`config.mk`:
```
export PLATFORM = sky130hd
export DESIGN_NAME = lrc_top
export DESIGN_NICKNAME = d
export VERILOG_FILES = /design/src/lrc_pkg.sv /design/src/lrc_chan.sv /design/src/lrc_top.sv
export SDC_FILE = /design/constraint.sdc
export NUM_CORES = 1
export LEC_CHECK = 0
export ABC_CLOCK_PERIOD_IN_PS = 2470
export BUFFER_PORTS_ARGS = -buffer_cell sky130_fd_sc_hd__buf_2
export CAP_MARGIN = 10
export CORE_ASPECT_RATIO = 0.75
export CORE_MARGIN = 2
export CORE_UTILIZATION = 47
export DETAILED_ROUTE_END_ITERATION = 12
export PLACE_DENSITY = 0.81
export SLEW_MARGIN = 20
export SYNTH_ARGS = -nofsm -noshare
export SYNTH_HDL_FRONTEND = slang
export SYNTH_SLANG_ARGS = --single-unit
```
`constraint.sdc`:
```
create_clock -name mclk -period 2.47 [get_ports mclk]
set_clock_uncertainty 0.2 [all_clocks]
set_input_delay 0.3705 -clock mclk [delete_from_list [all_inputs] [get_ports mclk]]
set_output_delay 0.3705 -clock mclk [all_outputs]
set_load 0.01 [all_outputs]
```
`src/lrc_pkg.sv`:
```
// package: register map, field layout and carrier types for regulator control
package lrc_pkg;
   localparam logic [7:0] REG5_IDX = 8'h2a;
   localparam logic [7:0] REG6_IDX = 8'h2b;
   localparam logic [7:0] REG7_IDX = 8'h2c;
   localparam int         BIT_SEQ  = 7;
   localparam int         VSEL_HI  = 6;
   localparam int         VSEL_LO  = 5;
   localparam int         BIT_VOLT = 4;
   localparam int         BIT_PD   = 3;
   localparam int         ESEL_HI  = 2;
   localparam int         ESEL_LO  = 1;
   localparam int         BIT_ON   = 0;
   localparam logic [7:0] REG_RST  = 8'h00;
   localparam logic [1:0] PSEL_SEQ = 2'h0;
   localparam logic [1:0] PSEL_P1  = 2'h1;
   localparam logic [1:0] PSEL_P2  = 2'h2;
   localparam logic [1:0] PSEL_P13 = 2'h3;
   localparam int         NREG     = 3;

   typedef struct packed {
      logic       seq_target;
      logic [1:0] volt_pin_sel;
      logic       volt_choice;
      logic       pulldown_off;
      logic [1:0] enable_pin_sel;
      logic       on;
   } lrc_ctrl_t;

   typedef struct packed {
      logic on;
      logic volt_choice;
      logic pulldown_off;
   } lrc_out_t;
endpackage

```
`src/lrc_chan.sv`:
```
`timescale 1ns/1ps
// one regulator control register with pin-driven enable and voltage select
module lrc_chan #(
   parameter bit HAS_FULL = 1'b1
) (
   input  wire logic              mclk,
   input  wire logic              rstn,
   input  wire logic              wr_en,
   input  wire logic [7:0]        wr_data,
   input  wire logic              seq_apply,
   input  wire logic [2:0]        pin_rise,
   input  wire logic [2:0]        pin_fall,
   output logic [7:0]             ctrl_reg,
   output lrc_pkg::lrc_out_t      out_reg
);
   logic [7:0] ctrl_next;
   logic [7:0] fmask;
   logic       e_rise;
   logic       e_fall;
   logic       v_rise;
   logic       v_fall;

   // regulator5 keeps only enable fields plus the voltage choice bit
   assign fmask = HAS_FULL ? 8'hff : 8'h17;

   function automatic logic pick(input logic [1:0] s, input logic [2:0] e);
      unique case (s)
         lrc_pkg::PSEL_SEQ: pick = 1'b0;
         lrc_pkg::PSEL_P1:  pick = e[0];
         lrc_pkg::PSEL_P2:  pick = e[1];
         lrc_pkg::PSEL_P13: pick = e[2];
      endcase
   endfunction

   assign e_rise = pick(ctrl_reg[lrc_pkg::ESEL_HI:lrc_pkg::ESEL_LO],
                        pin_rise);
   assign e_fall = pick(ctrl_reg[lrc_pkg::ESEL_HI:lrc_pkg::ESEL_LO],
                        pin_fall);
   assign v_rise = HAS_FULL &
      pick(ctrl_reg[lrc_pkg::VSEL_HI:lrc_pkg::VSEL_LO], pin_rise);
   assign v_fall = HAS_FULL &
      pick(ctrl_reg[lrc_pkg::VSEL_HI:lrc_pkg::VSEL_LO], pin_fall);

   // pin edge wins over a write landing in the same cycle
   always_comb begin
      ctrl_next = ctrl_reg;
      if (wr_en) begin
         ctrl_next = wr_data & fmask;
      end
      if (seq_apply && HAS_FULL &&
          ctrl_reg[lrc_pkg::ESEL_HI:lrc_pkg::ESEL_LO] == lrc_pkg::PSEL_SEQ)
      begin
         ctrl_next[lrc_pkg::BIT_ON] = ctrl_reg[lrc_pkg::BIT_SEQ];
      end
      if (e_rise) begin
         ctrl_next[lrc_pkg::BIT_ON] = 1'b1;
      end else if (e_fall) begin
         ctrl_next[lrc_pkg::BIT_ON] = 1'b0;
      end
      if (v_rise) begin
         ctrl_next[lrc_pkg::BIT_VOLT] = 1'b0;
      end else if (v_fall) begin
         ctrl_next[lrc_pkg::BIT_VOLT] = 1'b1;
      end
   end

   always_ff @(posedge mclk) begin
      if (!rstn) begin
         ctrl_reg <= lrc_pkg::REG_RST;
      end else begin
         ctrl_reg <= ctrl_next;
      end
   end

   always_ff @(posedge mclk) begin
      if (!rstn) begin
         out_reg <= '0;
      end else begin
         out_reg.on           <= ctrl_next[lrc_pkg::BIT_ON];
         out_reg.volt_choice  <= ctrl_next[lrc_pkg::BIT_VOLT];
         out_reg.pulldown_off <= ctrl_next[lrc_pkg::BIT_PD];
      end
   end
endmodule

```
`src/lrc_top.sv`:
```
`timescale 1ns/1ps
// apb register bank for three regulator control registers
module lrc_top (
   input  wire logic              mclk,
   input  wire logic              rstn,
   input  wire logic              psel,
   input  wire logic              penable,
   input  wire logic              pwrite,
   input  wire logic [11:0]       paddr,
   input  wire logic [31:0]       pwdata,
   input  wire logic [3:0]        pstrb,
   output logic [31:0]            prdata,
   output logic                   pready,
   output logic                   pslverr,
   input  wire logic              seq_apply,
   input  wire logic              general_pin_1,
   input  wire logic              general_pin_2,
   input  wire logic              general_pin_13,
   output lrc_pkg::lrc_out_t      reg5_out,
   output lrc_pkg::lrc_out_t      reg6_out,
   output lrc_pkg::lrc_out_t      reg7_out
);
   logic [2:0]  pin_meta_reg;
   logic [2:0]  pin_sync_reg;
   logic [2:0]  pin_last_reg;
   logic [2:0]  pin_rise;
   logic [2:0]  pin_fall;
   logic [7:0]  ctrl5;
   logic [7:0]  ctrl6;
   logic [7:0]  ctrl7;
   logic        wr_acc;
   logic        hit5;
   logic        hit6;
   logic        hit7;
   logic [31:0] prdata_next;

   // two flops before any logic sees the pins
   always_ff @(posedge mclk) begin
      if (!rstn) begin
         pin_meta_reg <= 3'h0;
         pin_sync_reg <= 3'h0;
         pin_last_reg <= 3'h0;
      end else begin
         pin_meta_reg <= {general_pin_13, general_pin_2, general_pin_1};
         pin_sync_reg <= pin_meta_reg;
         pin_last_reg <= pin_sync_reg;
      end
   end
   assign pin_rise = pin_sync_reg & ~pin_last_reg;
   assign pin_fall = ~pin_sync_reg & pin_last_reg;

   // single-cycle access phase; byte address is the word index times four
   assign pready  = 1'b1;
   assign pslverr = 1'b0;
   assign hit5 = paddr == {2'h0, lrc_pkg::REG5_IDX, 2'h0};
   assign hit6 = paddr == {2'h0, lrc_pkg::REG6_IDX, 2'h0};
   assign hit7 = paddr == {2'h0, lrc_pkg::REG7_IDX, 2'h0};
   assign wr_acc = psel & penable & pwrite & pstrb[0];

   lrc_chan #(.HAS_FULL(1'b0)) u_reg5 (
      .mclk      (mclk),
      .rstn      (rstn),
      .wr_en     (wr_acc & hit5),
      .wr_data   (pwdata[7:0]),
      .seq_apply (seq_apply),
      .pin_rise  (pin_rise),
      .pin_fall  (pin_fall),
      .ctrl_reg  (ctrl5),
      .out_reg   (reg5_out)
   );

   lrc_chan #(.HAS_FULL(1'b1)) u_reg6 (
      .mclk      (mclk),
      .rstn      (rstn),
      .wr_en     (wr_acc & hit6),
      .wr_data   (pwdata[7:0]),
      .seq_apply (seq_apply),
      .pin_rise  (pin_rise),
      .pin_fall  (pin_fall),
      .ctrl_reg  (ctrl6),
      .out_reg   (reg6_out)
   );

   lrc_chan #(.HAS_FULL(1'b1)) u_reg7 (
      .mclk      (mclk),
      .rstn      (rstn),
      .wr_en     (wr_acc & hit7),
      .wr_data   (pwdata[7:0]),
      .seq_apply (seq_apply),
      .pin_rise  (pin_rise),
      .pin_fall  (pin_fall),
      .ctrl_reg  (ctrl7),
      .out_reg   (reg7_out)
   );

   always_comb begin
      prdata_next = 32'h0;
      if (hit5) begin
         prdata_next = {24'h0, ctrl5};
      end else if (hit6) begin
         prdata_next = {24'h0, ctrl6};
      end else if (hit7) begin
         prdata_next = {24'h0, ctrl7};
      end
   end

   // read data registered in setup so it is valid in the access phase
   always_ff @(posedge mclk) begin
      if (!rstn) begin
         prdata <= 32'h0;
      end else if (psel && !penable && !pwrite) begin
         prdata <= prdata_next;
      end
   end

   reg6_on_rise_a: assert property (@(posedge mclk) disable iff (!rstn)
      (ctrl6[2:1] == 2'h1 && pin_rise[0] && !pin_fall[0])
      |=> ctrl6[0]) else $error("reg6 pin rise did not enable");
   reg7_off_fall_a: assert property (@(posedge mclk) disable iff (!rstn)
      (ctrl7[2:1] == 2'h3 && pin_fall[2])
      |=> !ctrl7[0]) else $error("reg7 pin fall did not disable");
   reg6_volt_fall_a: assert property (@(posedge mclk) disable iff (!rstn)
      (ctrl6[6:5] == 2'h2 && pin_fall[1])
      |=> ctrl6[4]) else $error("reg6 fall did not pick level b");
   reg7_volt_rise_a: assert property (@(posedge mclk) disable iff (!rstn)
      (ctrl7[6:5] == 2'h1 && pin_rise[0])
      |=> !ctrl7[4]) else $error("reg7 rise did not pick level a");
   reg5_on_fall_a: assert property (@(posedge mclk) disable iff (!rstn)
      (ctrl5[2:1] == 2'h2 && pin_fall[1])
      |=> !ctrl5[0]) else $error("reg5 fall did not disable");
   reg6_write_a: assert property (@(posedge mclk) disable iff (!rstn)
      (wr_acc && hit6 && ctrl6[2:1] == 2'h0 && ctrl6[6:5] == 2'h0
       && !seq_apply)
      |=> ctrl6 == $past(pwdata[7:0])) else $error("reg6 write lost");
   reg6_out_a: assert property (@(posedge mclk) disable iff (!rstn)
      reg6_out.on == ctrl6[0] && reg6_out.pulldown_off == ctrl6[3]
      && reg6_out.volt_choice == ctrl6[4])
      else $error("reg6 outputs differ from register");
   reg7_out_a: assert property (@(posedge mclk) disable iff (!rstn)
      reg7_out.volt_choice == ctrl7[4] && reg7_out.on == ctrl7[0]
      && reg7_out.pulldown_off == ctrl7[3])
      else $error("reg7 outputs differ from register");
   reg5_mask_a: assert property (@(posedge mclk) disable iff (!rstn)
      (ctrl5 & 8'he8) == 8'h0) else $error("reg5 absent bits set");
   seq6_apply_a: assert property (@(posedge mclk) disable iff (!rstn)
      (seq_apply && !wr_acc && ctrl6[2:1] == 2'h0)
      |=> ctrl6[0] == $past(ctrl6[7])) else $error("reg6 seq target");
   seq7_apply_a: assert property (@(posedge mclk) disable iff (!rstn)
      (seq_apply && ctrl7[2:1] == 2'h0)
      |=> ctrl7[0] == $past(ctrl7[7])) else $error("reg7 seq target");
   reg7_write_a: assert property (@(posedge mclk) disable iff (!rstn)
      (wr_acc && hit7 && ctrl7[2:1] == 2'h0 && ctrl7[6:5] == 2'h0
       && !seq_apply)
      |=> ctrl7 == $past(pwdata[7:0])) else $error("reg7 write lost");
   reg5_write_a: assert property (@(posedge mclk) disable iff (!rstn)
      (wr_acc && hit5 && ctrl5[2:1] == 2'h0)
      |=> ctrl5 == ($past(pwdata[7:0]) & 8'h17))
      else $error("reg5 write lost");
   read6_data_a: assert property (@(posedge mclk) disable iff (!rstn)
      (psel && !penable && !pwrite && hit6)
      |=> prdata == {24'h0, $past(ctrl6)})
      else $error("reg6 read data wrong");
endmodule

```
After elaboration in Yosys (flattened, before gate mapping)

Cells that the tools add are included.

Output and inout port bits: 43
Logic and storage cells: 86
Bits in registers: 71

Reduce and logical (&&, ||, !) cells: 11
Equal/unequal tests: 18
Mux-type cells: 28
Bitwise operators: 10

Operators with widths:

| cell                  | count |
|---|---|
| $pmux W1 S4           | 10 |
| $eq A12 B8 Y1 const B | 3 |
| $mux W8               | 3 |
| $eq A2 B2 Y1 const B  | 10 |
| $mux W5               | 3 |
| $mux W1               | 12 |
| $eq A2 B1 Y1 const B  | 5 |
| $logic_not A2 Y1      | 5 |
| $and A1 B1 Y1         | 6 |
| $and A3 B3 Y3         | 2 |
| $not A3 Y3            | 2 |
| $logic_and A1 B1 Y1   | 4 |
| $logic_not A1 Y1      | 2 |

Depth between registers and ports, before layout

Gate-level depths: netlist (run 1).

Depth in word-level cells: 8
Mapped depth: 5
Mapped depth without buffers: 4

Hierarchy

From an unflattened synthesis (run 1), not the netlist that was laid out.

Cell total of the unflattened synthesis: 225
Area, all modules: 2,234.6 µm²

Modules (own cells, without submodules):

| module                 | instances | cells an instance | area each (µm²) |
|---|---|---|---|
| lrc_top                | 1         | 114               | 1,057.3 |
| lrc_chan at u_reg6 ... | 2         | 42                | 456.7 |
| lrc_chan at u_reg5     | 1         | 27                | 264.0 |

Worst setup path before layout (run 1)

No wires, ideal clock.

Path kind: input to register
Start: input paddr[6]
End: register u_reg5.ctrl_reg[0]
Stages: 5
Library setup time: 0.132 ns
Slack: 0.593 ns
Buffers on the path: 1
Required time: 2.138 ns
Arrival time: 1.545 ns
Cells stage by stage: nor4b_4 and4_2 clkbuf_2 mux2i_1 o22ai_1

Word-level cells in the longest chain between the ends: 5

Ends and longest elaborated chain:

| what                   | RTL line       | source |
|---|---|---|
| start: declaration     | lrc_top.sv:9   | `input wire logic [11:0] paddr,` |
| $eq A12 B8 Y1          | lrc_top.sv:55  | `assign hit5 = paddr == {2'h0, lrc_pkg::REG5_IDX, 2'h0};` |
| $and A1 B1 Y1          | lrc_top.sv:63  | `.wr_en (wr_acc & hit5),` |
| $mux W5                | lrc_chan.sv:47 | `if (wr_en) begin` |
| $mux W1                | lrc_chan.sv:57 | `end else if (e_fall) begin` |
| $mux W1                | lrc_chan.sv:55 | `if (e_rise) begin` |
| end signal: assignment | lrc_chan.sv:69 | `ctrl_reg <= lrc_pkg::REG_RST;` |
| end signal: assignment | lrc_chan.sv:71 | `ctrl_reg <= ctrl_next;` |
| end: declaration       | lrc_chan.sv:13 | `output logic [7:0] ctrl_reg,` |

No other way between the ends.
A chain may end at the register's enable or synchronous reset.

Final worst setup path (run 1)

Ends and elaborated chain as after synthesis.

==> metrics, run 1 <==
status=finished, final reports clean; pin count of the biggest net entering global routing=21; area grow syn2layout=9.86%; GR Util All Layers=0.195; Detailed Route WL=around 4600 µm; routed wl met3=379 µm; via count=1739; Yosys top cell area share=0.347; post-synthesis mux area share=0.0845; required time of the critical path=2.44 ns; register area share after synthesis=0.347; CTS H-Tree Depth=2; die width=81.8 µm; Non-Filler Instances=332; root buffer cell=clkbuf_8; row count=21; relative slew slack=0.618; hold crit path type=in2reg; Final min period=1.84 ns; initial antenna violation count=0; Final nets=~330; CP Capture Type=flip-flop; clock tree buffer depth=2; WL per Instance=approximately 14 µm; first-pass GRT wire length=roughly 7500 µm; layout cells sized above 1=0.233; Hold Fails Final Rpt=0; Multi-input gate area=1180 µm²; PortBufs=45; post-detail-place hpwl=3470 µm; max reg flops=8; fmax=0.543 GHz; post-synthesis adder-cell area fraction=0; Power Density=489 nW/µm²; largest family of logic cells by synthesized area=simple AND/OR/NAND/NOR gates; Yosys reg bits=37; vias in the first global route=about 1600; DRC marker count from the first detailed-route iteration=101; metal1 wirelength=2180 µm; post-CTS sizing=0; synth warn=0; Synth Area in XOR/XNOR=0; Worst EP arrival=1.81 ns; core area=4410 µm²; total gr overflow=0; Finish-stage setup viols=0; commonest non-fill, non-tap cell in the layout=buf_2; crit-path max FO=7; Die Y=62.3 µm; Mapped Area=around 2100 µm²; Slew @ Worst Pin=0.571 ns; register area=between 700 and 800 µm²; WL met2=about 2000 µm; most frequent cells in the layout=buf_2 (45), dfxtp_1 (37), conb_1 (27), nor2_1 (25), mux2i_1 (18); max-cap check violation count=0; DRT antenna net count=0; Post-synth EDFFs=0; area leader, netlist=dfxtp_1; Compound-Gate Fraction of Synth Area=0.141; ys flop type=dfxtp_1; cts bufs inserted=5; Via density=around 5.2; CTS hold repair buffers=0; syn_area_per_cell=9.00 µm²; main area contributors after synthesis=dfxtp_1 (35%), buf_4 (12%), mux2i_1 (8.5%); final period utilization=0.746; setup TNS=0 ns; Pleak=0.00110 µW; crit start category=primary input; Peak VDD IR=between 300 and 400 µV; setup bufs post-CTS=0; Post-Synthesis Cells=237; io pins=100; Initial Utilization=0.483; full die area=5100 µm²; Placed Instances=324; CTS tree=yes; clock latency on the worst-skew pair=0.30 ns; clock sinks=37; Synth async-reset ratio=0; top sig layer=met4; DRC viols=0; Slew Viols, Final=0; CTS clk-pin slew, worst paths=approximately 0.070 ns; Routability Congestion=approximately 0.86; RSZ-0062 raised after global routing=no; simple-gate share of the synthesized area=0.278; # diodes=0; post-synth cell types=38; filler instances=449; Initial DRT Pass Iterations=4; Setup CP Type=in2reg
-- routing by layer --
layer | global-route usage | vias to the layer above
met5 | 0 | -
li1 | - | 860
met2 | 0.270 | 61
met1 | 0.274 | 813
met3 | 0.0770 | 5
met4 | 0.0604 | 0
-- where the power goes --
part / total, µW / internal (µW) / switching (µW)
logic: 107 / 40.0 / 67.2
registers: 610 / 603 / 6.20
clock network: 429 / 200 / 229
-- worst max-delay path, cell delays in order --
cell and delay [ns]:
buf_2 0.11, nor4b_4 0.52, and4_2 0.45, mux2i_1 0.25, o22ai_1 0.11
-- stage by stage --
step / setup slack [ns] / total power, µW / cell area [µm²] / hold WS [ns] / util
after CTS: 0.650 / 1160 / 2340 / 0.0670 / 0.531
final: 0.628 / 1150 / 2340 / 0.0775 / 0.531
after floorplan: 0.593 / 715 / 2230 / 0.212 / -
after detailed placement: 0.335 / 729 / 2250 / 0.222 / 0.510
after global placement: 0.399 / 727 / 2250 / 0.215 / 0.510
after global routing: 0.548 / 1200 / 2340 / 0.0655 / 0.531
-- final timing paths --
path	start	end	slack (ns)	cells after the start
hold reg to reg	pin_meta_reg[0]$_SDFF_PN0_	pin_sync_reg[0]$_SDFF_PN0_	0.23	1
hold / removal	general_pin_1	pin_meta_reg[0]$_SDFF_PN0_	0.08	2
setup / recovery	paddr[6]	u_reg5.ctrl_reg[0]$_SDFF_PN0_	0.63	5
setup reg to reg	u_reg7.ctrl_reg[2]$_SDFFE_PN0P_	u_reg7.ctrl_reg[0]$_SDFF_PN0_	0.87	4
-- synthesized netlist by cell type (3+ instances only) --
master    count
a22oi_1       6
nand2b_1      4
dfxtp_1      37
and3b_1       3
inv_1         4
and2_1       13
nand3b_1     10
nand2_1       7
nor2b_1       5
a221o_1       6
clkbuf_1      7
nor3b_1       6
a21oi_1       4
nor2_1       25
o21ai_0      16
buf_4        35
mux2i_1      18
-- cell families after synthesis --
logic type | after synthesis
and+or+nand+nor | 90
buffers and inverters | 47
AOI/OAI and AO/OA | 43
DFF | 37
muxes | 18
other | 2
-- area by class of cell --
type                    instances  share of cell area
multi-input cells             178               0.502
well taps                      57              0.0304
inverters                       4             0.00641
clock inverters                 3             0.00962
flip-flops and latches         37               0.316
clock buffers                   5              0.0294
repair buffers                 48               0.106
Note: power is estimated with default switching activity, not from simulation.
==> run 2: changes to the inputs <==
Settings changed: ABC_CLOCK_PERIOD_IN_PS 2470 to 1900.
Clock period 2.47 ns to 1.9 ns, I/O delays scaled along.
==> metrics, run 2 (same netlist as run 1, synthesis figures left out) <==
status=finished, final reports clean; total gr overflow=0 (unchanged); FF-to-FF Start=u_reg7.ctrl_reg[2]$_SDFFE_PN0P_; pin count of the biggest net entering global routing=17 (-19%); Finish-stage setup viols=0 (unchanged); Slew @ Worst Pin=0.522 ns (-0.0498 ns); area grow syn2layout=13.1%; Worst EP arrival=1.64 ns (-0.17 ns); DRC marker count from the first detailed-route iteration=135 (+34%); CP Cell Sequence=nor2_1 -> a221oi_1 -> o21ai_0 -> o32ai_1; Crit path depth=4 (-1); Die Y=62.3 µm (unchanged); final period utilization=0.858; Critical Path Slowest Stage Cell=dfxtp_1; most frequent cells in the layout=buf_2 (45), dfxtp_1 (37), conb_1 (27), nor2_1 (25), mux2i_1 (18); Hold Path Depth=3 (+1); max reg flops=8 (unchanged); Setup crit start=u_reg7.ctrl_reg[2]$_SDFFE_PN0P_; CP Capture Type=flip-flop; WL per Instance=13.2 µm (-5.3%); setup TNS=0 ns (unchanged); DRT antenna net count=0 (unchanged); CTS tree=yes; filler instances=429 (-4.5%); slowest stage delay, CP=0.53 ns (about the same); Final min period=1.63 ns; WP buf/inv=0 (-1); Hold Worst Slack=0.0294 ns (-0.0481 ns); clock tree buffer depth=2 (unchanged); Placed Area=2290 µm² (+1.7%); Detailed Route WL=4490 µm (-3.0%); vias in the first global route=1467 (-5.4%); cts bufs inserted=5 (unchanged); relative slew slack=0.652 (+0.0339); PortBufs=45 (unchanged); post-CTS sizing=0 (unchanged); layout cells sized above 1=0.244 (+0.0111); root buffer cell=clkbuf_8; r2r worst-path depth=4 (unchanged); Routability Congestion=0.873 (+0.96%); Peak VDD IR=433 µV (+38%); CTS H-Tree Depth=2 (unchanged); hold crit path type=in2reg; DRC viols=0 (unchanged); io pins=100 (unchanged); Via density=5.14 (-1.8%); required time of the critical path=1.92 ns (-0.52 ns); commonest non-fill, non-tap cell in the layout=buf_2; first-pass GRT wire length=7070 µm (-6.1%); die width=81.8 µm (unchanged); CTS hold repair buffers=3 (+3); # diodes=0 (unchanged); largest delay contributor family on the critical path=compound AO/OA/AOI/OAI gates; RSZ-0062 raised after global routing=no; initial antenna violation count=0 (unchanged); Initial Utilization=0.483 (unchanged); post-detail-place hpwl=3420 µm (-1.6%); via count=1748 (+0.52%); post-route cell area=2410 µm² (+3.0%); Slew Viols, Final=0 (unchanged); full die area=5100 µm² (unchanged); max-cap check violation count=0 (unchanged); Final WS setup=0.271 ns (-0.358 ns); fmax=slightly above 0.6 GHz; pre-CTS setup slack=0.00256 ns (-0.332 ns); clock sinks=37 (unchanged); GR Util All Layers=0.181 (-0.0135); Pleak=0.00113 µW (+3.2%); row count=21 (unchanged); crit start category=flip-flop; Final nets=339 (+2.4%); Initial DRT Pass Iterations=4 (unchanged); hold_sp=pwdata[7]; Multi-input gate area=1180 µm² (unchanged); CTS clk-pin slew, worst paths=0.08 ns (about the same); crit-path max FO=10 (+3); register area=741 µm² (unchanged); Power Density=636 nW/µm² (+30%); Setup CP Type=reg2reg; setup bufs post-CTS=0 (unchanged); Hold Fails Final Rpt=0 (unchanged); core area=4410 µm² (unchanged); clock latency on the worst-skew pair=0.30 ns (about the same)
[run 2: cell count changes in the layout (fill, tap and decap cells not counted), sizes merged]
cell	previous run	this run
inv	4	6
buf	48	53
dlygate4sd3	0	3
clkinv	3	0
clkinvlp	0	1
[run 2: where the power goes]
part           internal [µW]  switching [µW]
sequential               784            7.88
clock                    267             326
combinational           60.8            88.5
total                   1110             423
[run 2: layout make-up]
cell class / count / area share
Sequential cell: 37 / 0.307
Clock inverter: 3 / 0.0104
Multi-Input combinational cell: 178 / 0.488
Clock buffer: 5 / 0.0285
Tap cell: 57 / 0.0296
Timing Repair Buffer: 56 / 0.131
Inverter: 4 / 0.00622
[run 2: tightest hold or removal path: cells and delay by family]
family                 cells  cell delay (ns)
muxes                      1             0.06
buffers and inverters      1             0.09
and+or+nand+nor            1             0.07
[run 2: routing by layer]
layer | global-route usage | part of all wire
met4 | 0.0563 | 0.013
met1 | 0.269 | 0.49
met2 | 0.254 | 0.42
met3 | 0.0465 | 0.072
met5 | 0 | 0
[run 2: worst paths after layout]
path | slack, ns | endpoint
hold / removal | 0.03 | u_reg7.ctrl_reg[7]$_SDFFE_PN0P_
setup reg to reg | 0.27 | u_reg7.ctrl_reg[0]$_SDFF_PN0_
setup / recovery | 0.27 | u_reg7.ctrl_reg[0]$_SDFF_PN0_
hold reg to reg | 0.24 | pin_sync_reg[2]$_SDFF_PN0_
[run 2: stage by stage]
| step | total power (µW) | std cells | utilization |
|---|---|---|---|
| 3_3_place_gp | 950 | 329 | 0.518 |
| 2_1_floorplan | 930 | 262 | - |
| 4_1_cts | 1550 | 340 | 0.546 |
| 6_report | 1540 | 340 | 0.546 |
| 5_1_grt | 1600 | 340 | 0.546 |
| 3_5_place_dp | 953 | 329 | 0.518 |
